### src/axd_regs.svh
// Offsets, field positions, encodings and reset values for the transfer decoder
`ifndef AXD_REGS_SVH
`define AXD_REGS_SVH

// Instruction encodings (10-bit words)
`define AXD_OPC_LOAD_TIMER 10'h20D
`define AXD_OPC_CLOCK_CTL 10'h216
`define AXD_OPC_TIMER_OPT 10'h2AA
// Store-with-XOR: fixed upper six bits, immediate in the low four
`define AXD_OPC_STORE_XOR_HI 6'h2B
`define AXD_OPC_HI_MSB 9
`define AXD_OPC_HI_LSB 4
`define AXD_IMM_MSB 3
`define AXD_IMM_LSB 0

// Register port offsets
`define AXD_OFS_CTRL 4'h0
`define AXD_OFS_TIMER_COUNT 4'h1
`define AXD_OFS_TIMER_RELOAD 4'h2
`define AXD_OFS_CLOCK_CTL 4'h3
`define AXD_OFS_TIMER_OPT 4'h4
`define AXD_OFS_FILE_INDEX 4'h5
`define AXD_OFS_STATUS 4'h6
`define AXD_OFS_XFER_COUNT 4'h7

// Control register fields
`define AXD_CTRL_EN_BIT 0
`define AXD_CTRL_RST 1'h1

// Status register fields
`define AXD_STAT_OP_MSB 2
`define AXD_STAT_OP_LSB 0

// Reset values of the destination registers
`define AXD_NIB_RST 4'h0
`define AXD_TOPT_RST 1'h0
`define AXD_CNT_RST 8'h00

`endif

### src/axd_pkg.sv
// Types shared by the accumulator transfer decoder
package axd_pkg;

    // Decoded transfer kind, also shown in the status register
    typedef enum logic [2:0] {
        op_none,
        op_load_timer_count,
        op_store_acc_xor,
        op_write_clock_ctl,
        op_write_timer_opt
    } axd_op_t;

endpackage

### src/axd_ldreg.sv
// Loadable register with synchronous reset, one per destination
`timescale 1ns/10ps
module axd_ldreg #(
    parameter int WIDTH = 4,
    parameter logic [WIDTH-1:0] RST_VAL = '0
) (
    input wire logic clk_i,
    input wire logic srst_i,
    input wire logic load_i,
    input wire logic [WIDTH-1:0] data_i,
    output logic [WIDTH-1:0] q_o
);

    // Held value
    logic [WIDTH-1:0] val_q;
    // Next value
    logic [WIDTH-1:0] val_d;

    // Load selects new data, otherwise hold
    assign val_d = load_i ? data_i : val_q;

    // Storage flop
    always_ff @(posedge clk_i) begin
        if (srst_i) begin
            val_q <= RST_VAL;
        end else begin
            val_q <= val_d;
        end
    end

    assign q_o = val_q;

endmodule

### src/axd_decode.sv
// Decode and execute of the four accumulator transfer instructions
`timescale 1ns/10ps
`include "axd_regs.svh"

// Notes on behaviour
// - Word 20D loads timer count and reload
// - Store-with-XOR writes accumulator to RAM(pointer)
// - Then file index becomes index XOR immediate
// - Word 216 loads clock control register
// - Word 2AA is the timer option write
// - Only accumulator bit 0 goes to option
module axd_decode #(
    parameter int PTR_W = 6,
    parameter int CNT_W = 8
) (
    input wire logic clk_i,
    input wire logic srst_i,
    // Instruction issue from the core
    input wire logic instr_valid_i,
    input wire logic [9:0] instr_i,
    input wire logic [3:0] acc_i,
    input wire logic [PTR_W-1:0] ram_pointer_i,
    // RAM write port
    output logic ram_we_o,
    output logic [PTR_W-1:0] ram_addr_o,
    output logic [3:0] ram_wdata_o,
    // Destination registers
    output logic [3:0] timer_count_o,
    output logic [3:0] timer_count_reload_o,
    output logic [3:0] clock_control_reg_o,
    output logic timer_option_reg_o,
    output logic [3:0] file_index_o,
    // Core side effects
    output logic acc_we_o,
    output logic carry_we_o,
    output logic skip_o,
    output logic done_o,
    // Register port
    input wire logic [3:0] reg_addr_i,
    input wire logic [7:0] reg_wdata_i,
    input wire logic reg_we_i,
    input wire logic reg_re_i,
    output logic [7:0] reg_rdata_o
);

    // Transfer counting enable from the control register
    logic ctrl_en_q;
    // Next counting enable
    logic ctrl_en_d;
    // Last decoded transfer, shown in the status register
    axd_pkg::axd_op_t last_op_q;
    // Next last transfer
    axd_pkg::axd_op_t last_op_d;
    // Executed transfer count
    logic [CNT_W-1:0] xfer_cnt_q;
    // Next transfer count
    logic [CNT_W-1:0] xfer_cnt_d;

    // RAM write strobe toward the data memory
    logic ram_we_q;
    // Next RAM write strobe
    logic ram_we_d;
    // Registered RAM nibble address
    logic [PTR_W-1:0] ram_addr_q;
    // Next RAM nibble address
    logic [PTR_W-1:0] ram_addr_d;
    // Registered RAM write data
    logic [3:0] ram_wdata_q;
    // Next RAM write data
    logic [3:0] ram_wdata_d;

    // Accumulator write request, idle for these transfers
    logic acc_we_q;
    // Next accumulator write request
    logic acc_we_d;
    // Carry write request, idle for these transfers
    logic carry_we_q;
    // Next carry write request
    logic carry_we_d;
    // Skip request, idle for these transfers
    logic skip_q;
    // Next skip request
    logic skip_d;
    // One-cycle completion pulse
    logic done_q;
    // Next completion pulse
    logic done_d;

    // Registered read data
    logic [7:0] reg_rdata_q;
    // Next read data
    logic [7:0] reg_rdata_d;

    // Opcode field of a store-with-XOR word
    logic [5:0] opc_hi;
    // Immediate field of a store-with-XOR word
    logic [3:0] imm_nib;
    // Timer count load matched
    logic hit_load_timer;
    // Store-with-XOR matched
    logic hit_store_xor;
    // Clock control write matched
    logic hit_clock_ctl;
    // Timer option write matched
    logic hit_timer_opt;
    // Any transfer executes this cycle
    logic hit_any;
    // Decoded transfer kind
    axd_pkg::axd_op_t op_now;
    // New file index after the XOR
    logic [3:0] file_index_nxt;
    // Control register write select
    logic ctrl_wr;
    // Selected register for a read
    logic [7:0] rd_mux;

    // Field split of the instruction word
    assign opc_hi = instr_i[`AXD_OPC_HI_MSB:`AXD_OPC_HI_LSB];
    assign imm_nib = instr_i[`AXD_IMM_MSB:`AXD_IMM_LSB];

    // Timer count load word
    assign hit_load_timer = instr_valid_i && (instr_i == `AXD_OPC_LOAD_TIMER);
    // Store-with-XOR: fixed top six bits, any immediate
    assign hit_store_xor = instr_valid_i && (opc_hi == `AXD_OPC_STORE_XOR_HI);
    // Clock control write word
    assign hit_clock_ctl = instr_valid_i && (instr_i == `AXD_OPC_CLOCK_CTL);
    // Timer option write word
    assign hit_timer_opt = instr_valid_i && (instr_i == `AXD_OPC_TIMER_OPT);
    // Any of the four; the encodings never overlap
    assign hit_any = hit_load_timer || hit_store_xor || hit_clock_ctl || hit_timer_opt;

    // Transfer kind for the status register
    assign op_now = hit_load_timer ? axd_pkg::op_load_timer_count :
        hit_store_xor ? axd_pkg::op_store_acc_xor :
        hit_clock_ctl ? axd_pkg::op_write_clock_ctl :
        hit_timer_opt ? axd_pkg::op_write_timer_opt :
        axd_pkg::op_none;

    // XOR of the present index with the immediate
    // Reads the flop output, so the old index is used
    assign file_index_nxt = file_index_o ^ imm_nib;

    // Timer count, loaded from the accumulator
    // Each destination is one loadable register
    axd_ldreg #(
        .WIDTH(4),
        .RST_VAL(`AXD_NIB_RST)
    ) u_timer_count (
        .clk_i(clk_i),
        .srst_i(srst_i),
        .load_i(hit_load_timer),
        .data_i(acc_i),
        .q_o(timer_count_o)
    );

    // Reload register, loaded in the same cycle
    axd_ldreg #(
        .WIDTH(4),
        .RST_VAL(`AXD_NIB_RST)
    ) u_timer_reload (
        .clk_i(clk_i),
        .srst_i(srst_i),
        .load_i(hit_load_timer),
        .data_i(acc_i),
        .q_o(timer_count_reload_o)
    );

    // Clock control register
    axd_ldreg #(
        .WIDTH(4),
        .RST_VAL(`AXD_NIB_RST)
    ) u_clock_ctl (
        .clk_i(clk_i),
        .srst_i(srst_i),
        .load_i(hit_clock_ctl),
        .data_i(acc_i),
        .q_o(clock_control_reg_o)
    );

    // Timer option bit, takes accumulator bit 0 only
    axd_ldreg #(
        .WIDTH(1),
        .RST_VAL(`AXD_TOPT_RST)
    ) u_timer_opt (
        .clk_i(clk_i),
        .srst_i(srst_i),
        .load_i(hit_timer_opt),
        .data_i(acc_i[0]),
        .q_o(timer_option_reg_o)
    );

    // File index, rewritten by store-with-XOR
    axd_ldreg #(
        .WIDTH(4),
        .RST_VAL(`AXD_NIB_RST)
    ) u_file_index (
        .clk_i(clk_i),
        .srst_i(srst_i),
        .load_i(hit_store_xor),
        .data_i(file_index_nxt),
        .q_o(file_index_o)
    );

    // RAM strobe follows a store-with-XOR by one stage
    // Address and data hold between stores
    assign ram_we_d = hit_store_xor;
    // Address latched from the data pointer on a store
    assign ram_addr_d = hit_store_xor ? ram_pointer_i : ram_addr_q;
    // Accumulator nibble latched on a store
    assign ram_wdata_d = hit_store_xor ? acc_i : ram_wdata_q;

    // None of these transfers writes the accumulator
    assign acc_we_d = 1'b0;
    // No carry effect
    assign carry_we_d = 1'b0;
    // No skip
    assign skip_d = 1'b0;
    // Every transfer completes in one cycle
    assign done_d = hit_any;

    // Count transfers while counting is enabled
    // Wraps at the counter width
    assign xfer_cnt_d = (hit_any && ctrl_en_q) ? xfer_cnt_q + 1'b1 : xfer_cnt_q;
    // Remember the kind of the latest transfer
    assign last_op_d = hit_any ? op_now : last_op_q;

    // Software write to the control register
    assign ctrl_wr = reg_we_i && (reg_addr_i == `AXD_OFS_CTRL);
    // Enable bit taken from the write data
    assign ctrl_en_d = ctrl_wr ? reg_wdata_i[`AXD_CTRL_EN_BIT] : ctrl_en_q;

    // Read selection by offset
    // Unused offsets read as zero
    assign rd_mux = (reg_addr_i == `AXD_OFS_CTRL) ? {7'h00, ctrl_en_q} :
        (reg_addr_i == `AXD_OFS_TIMER_COUNT) ? {4'h0, timer_count_o} :
        (reg_addr_i == `AXD_OFS_TIMER_RELOAD) ? {4'h0, timer_count_reload_o} :
        (reg_addr_i == `AXD_OFS_CLOCK_CTL) ? {4'h0, clock_control_reg_o} :
        (reg_addr_i == `AXD_OFS_TIMER_OPT) ? {7'h00, timer_option_reg_o} :
        (reg_addr_i == `AXD_OFS_FILE_INDEX) ? {4'h0, file_index_o} :
        (reg_addr_i == `AXD_OFS_STATUS) ? {5'h00, last_op_q} :
        (reg_addr_i == `AXD_OFS_XFER_COUNT) ? 8'(xfer_cnt_q) :
        8'h00;
    // Read data stands only in the cycle after the strobe
    assign reg_rdata_d = reg_re_i ? rd_mux : 8'h00;

    // Control and status state
    // Counting starts enabled after reset
    always_ff @(posedge clk_i) begin
        if (srst_i) begin
            ctrl_en_q <= `AXD_CTRL_RST;
            last_op_q <= axd_pkg::op_none;
            xfer_cnt_q <= CNT_W'(`AXD_CNT_RST);
        end else begin
            ctrl_en_q <= ctrl_en_d;
            last_op_q <= last_op_d;
            xfer_cnt_q <= xfer_cnt_d;
        end
    end

    // RAM write port
    // Strobe lasts one cycle per store
    always_ff @(posedge clk_i) begin
        if (srst_i) begin
            ram_we_q <= 1'b0;
            ram_addr_q <= '0;
            ram_wdata_q <= `AXD_NIB_RST;
        end else begin
            ram_we_q <= ram_we_d;
            ram_addr_q <= ram_addr_d;
            ram_wdata_q <= ram_wdata_d;
        end
    end

    // Core side-effect requests
    // Kept as flops so every output is registered
    always_ff @(posedge clk_i) begin
        if (srst_i) begin
            acc_we_q <= 1'b0;
            carry_we_q <= 1'b0;
            skip_q <= 1'b0;
            done_q <= 1'b0;
        end else begin
            acc_we_q <= acc_we_d;
            carry_we_q <= carry_we_d;
            skip_q <= skip_d;
            done_q <= done_d;
        end
    end

    // Read data register
    // Zero outside the answer cycle
    always_ff @(posedge clk_i) begin
        if (srst_i) begin
            reg_rdata_q <= 8'h00;
        end else begin
            reg_rdata_q <= reg_rdata_d;
        end
    end

    // Outputs straight from their flops
    assign ram_we_o = ram_we_q;
    assign ram_addr_o = ram_addr_q;
    assign ram_wdata_o = ram_wdata_q;
    assign acc_we_o = acc_we_q;
    assign carry_we_o = carry_we_q;
    assign skip_o = skip_q;
    assign done_o = done_q;
    assign reg_rdata_o = reg_rdata_q;

endmodule

### config.mk
export PLATFORM = sky130hd
export DESIGN_NAME = axd_decode
export DESIGN_NICKNAME = d
export VERILOG_FILES = /design/src/axd_pkg.sv /design/src/axd_ldreg.sv /design/src/axd_decode.sv
export VERILOG_INCLUDE_DIRS = /design/src /design/src/src
export SDC_FILE = /design/constraint.sdc
export NUM_CORES = 1
export LEC_CHECK = 0
export ABC_AREA = 1
export BUFFER_PORTS_ARGS = -buffer_cell sky130_fd_sc_hd__buf_4
export CAP_MARGIN = 20
export CORE_AREA = 2 2 90 57
export CTS_CLUSTER_DIAMETER = 120
export DETAILED_ROUTE_END_ITERATION = 7
export DIE_AREA = 0 0 92 59
export PLACE_DENSITY = 0.83
export SYNTH_ARGS = -nofsm -noshare
export SYNTH_HDL_FRONTEND = slang
export SYNTH_HIERARCHICAL = 1
export SYNTH_SLANG_ARGS = --single-unit
### constraint.sdc
create_clock -name clk_i -period 2.16 [get_ports clk_i]
set_clock_uncertainty 0.05 [all_clocks]
set_input_delay 0.432 -clock clk_i [delete_from_list [all_inputs] [get_ports clk_i]]
set_output_delay 0.432 -clock clk_i [all_outputs]
set_load 0.03 [all_outputs]
==> results_dict.tcl <==
set metrics [dict create \
    die_area_mm2 0.005428 \
    min_from "ram_pointer_i[0]" \
    cp_max_fo 16 \
    placed_area_mm2 0.002950 \
    die_x_um 92 \
    yosysUniqueCellTypes 30 \
    dp_hpwl_um 4468 \
    crit_type "in2reg" \
    netlist.area_leader.share 0.3988 \
    synth_largest_area_cell "dfxtp_1" \
    cts_tree "done" \
    final.min_clock_period_ns 1.585 \
    post_cts_buffers 0 \
    critPathRequiredTime_ns 2.31 \
    fin_area_mm2 0.003070 \
    synthTopCellsByArea "dfxtp_1 (40%), nand2_1 (13%), nor2_1 (13%), inv_1 (8.9%), o21ai_0 (3.3%)" \
    nets 478 \
    drive_gt1_frac 0.2109 \
    tns_ns 0 \
    grt_pass1_wl_um 9597 \
    ys_seq_area_frac 0.3988 \
    cts-resized-gates 0 \
    first_pass_iters 5 \
    cts_buffer_depth 2 \
    synth_cells 376 \
    crit_arrival_ns 1.73 \
    rows 19 \
    antenna_cells 0 \
    outcome "completed" \
    clk_latency_ns 0.30 \
    max_freq_mhz 630.8 \
    wl_um 5887 \
    initial_core_util 0.5446 \
    fp.dieH_um 59 \
    grt_remaining_overflow 0 \
    power_density_mw_per_mm2 570.0 \
    root_buffer "clkbuf_8" \
    route.detailed.wl_per_inst_um 11.68 \
    synthesis.area_mm2 0.002460 \
    hold_buffers 0 \
    portBuffers 66 \
    hold_class "in2reg" \
    rsz0062_at_grt "no" \
    via_per_inst 4.875 \
    grt_use_total 0.2227 \
    slew_viol_final 0 \
    ioPinCount 77 \
    setup_viol 0 \
    rr_startpoint "xfer_cnt_q[0]" \
    path_clk_slew_ns 0.09 \
    area_growth_pct 24.82 \
    numCtsBuffers 5 \
    hold_violations 0 \
    cp-startpoint "instr_i[6]" \
    p_leak_nw 1.536 \
    antenna_found_initial 0 \
    drcViolationCount 0 \
    start_kind "primary input" \
    end_kind "flip-flop" \
    clkSinkCount 49 \
    peakVddDrop_mv 0.3614 \
    core_mm2 0.004517 \
    detail-route-antenna-nets 0 \
    post-route-period-util 0.7339 \
    synth_seq_cells 49 \
    maxCapViolations 0 \
    yosys_warnings 6 \
    power.total_mw 1.750 \
    grt_pass1_vias 2055 \
    h-tree-depth 2 \
    drtIter0Drc 138 \
    gp_congestion 0.8386 \
    avgSynthCellArea_um2 6.542 \
    fin_hold_ws_ns 0.2925 \
    grt_max_degree 19 \
    vias 2457 \
]
[metrics by stage]
stage | setup WS [ns] | cells | utilization
2_1_floorplan | 0.7048 | 378 | -
3_3_place_gp | 0.3192 | 496 | 0.6532
3_5_place_dp | 0.3188 | 496 | 0.6532
4_1_cts | 0.6386 | 504 | 0.6798
5_1_grt | 0.4775 | 504 | 0.6798
6_report | 0.5748 | 504 | 0.6798
[kinds of logic after synthesis]
kind of cell | Yosys count | share of synthesized area
other | 1 | 0.001524
AND/OR/NAND/NOR | 210 | 0.3591
buffers and inverters | 76 | 0.1378
AO/OA/AOI/OAI | 33 | 0.07630
flip-flops | 49 | 0.3988
XOR/XNOR | 6 | 0.02136
adder cells (fa/ha/maj) | 1 | 0.005086
[cells in the mapped netlist, drive strengths merged]
library cell  number
nor3               6
o211ai             1
nand2             89
o2111a             1
a21oi             10
dfxtp             49
nand4             11
nand3             12
xor2               6
or2                1
nor2              90
ha                 1
o2111ai            2
o21ai             16
inv               64
buf                9
a31oi              2
and3               1
conb               1
a221oi             1
clkbuf             3
[cells in the final DEF (no fill, tap or decap), types with 2 or more instances in the layout]
cell type,synthesis,final
a21oi_1,10,10
a31oi_1,2,2
buf_4,3,67
clkbuf_8,0,6
conb_1,1,3
dfxtp_1,49,49
inv_1,58,58
inv_2,6,6
nand2_1,87,87
nand3_1,11,11
nand4_1,11,11
nor2_1,82,82
nor2_2,7,7
nor3_1,6,6
o2111ai_1,2,2
o21ai_0,16,16
xor2_1,6,6
[critical path, cell delays in order]
cell	delay, ns
buf_4	0.10
inv_1	0.09
nand2_1	0.11
nor2_1	0.16
nand3_1	0.18
inv_1	0.39
nand2_1	0.11
nand2_1	0.11
nor2_2	0.04
[where the power goes]
| part | switching [mW] | internal, mW | leakage (nW) |
|---|---|---|---|
| clock | 0.306 | 0.377 | 0.0574 |
| combinational | 0.0962 | 0.0619 | 1.08 |
| sequential | 0.00346 | 0.906 | 0.395 |
| total | 0.406 | 1.34 | 1.54 |
[metal layers]
layer  part of all wire  global-route usage  vias to the layer above
met5                  0                   0                        -
met2               0.41              0.3256                      101
li1                   -                   -                     1271
met3               0.10             0.07506                        5
met4             0.0053             0.03838                        0
met1               0.48              0.3251                     1080
[state kept, by name (all words and copies together), names as in the netlist, 3 cells and up]
name and flops:
xfer_cnt_q 8, u_timer_reload/q_o 4, u_file_index/q_o 4, last_op_q 3, u_timer_count/q_o 4, u_clock_ctl/q_o 4
reg_rdata_o 8, ram_addr_o 6, ram_wdata_o 4
[final timing paths]
path / end / slack, ns / depth (start not counted)
setup / recovery: u_timer_count/q_o[1] / 0.57 / 9
hold / removal: ram_addr_o[0] / 0.29 / 3
setup reg to reg: xfer_cnt_q[7] / 0.67 / 6
hold reg to reg: xfer_cnt_q[7] / 0.42 / 2
[final cells by class]
cell class | instances | area, um2
Clock buffer | 6 | 82.58
Clock inverter | 2 | 37.54
Fill cell | 408 | 1446
Inverter | 64 | 240.2
Multi-Input combinational cell | 253 | 1147
Sequential cell | 49 | 980.9
Tap cell | 63 | 78.83
Timing Repair Buffer | 67 | 503.0
Power figures use the tool's default switching activity.
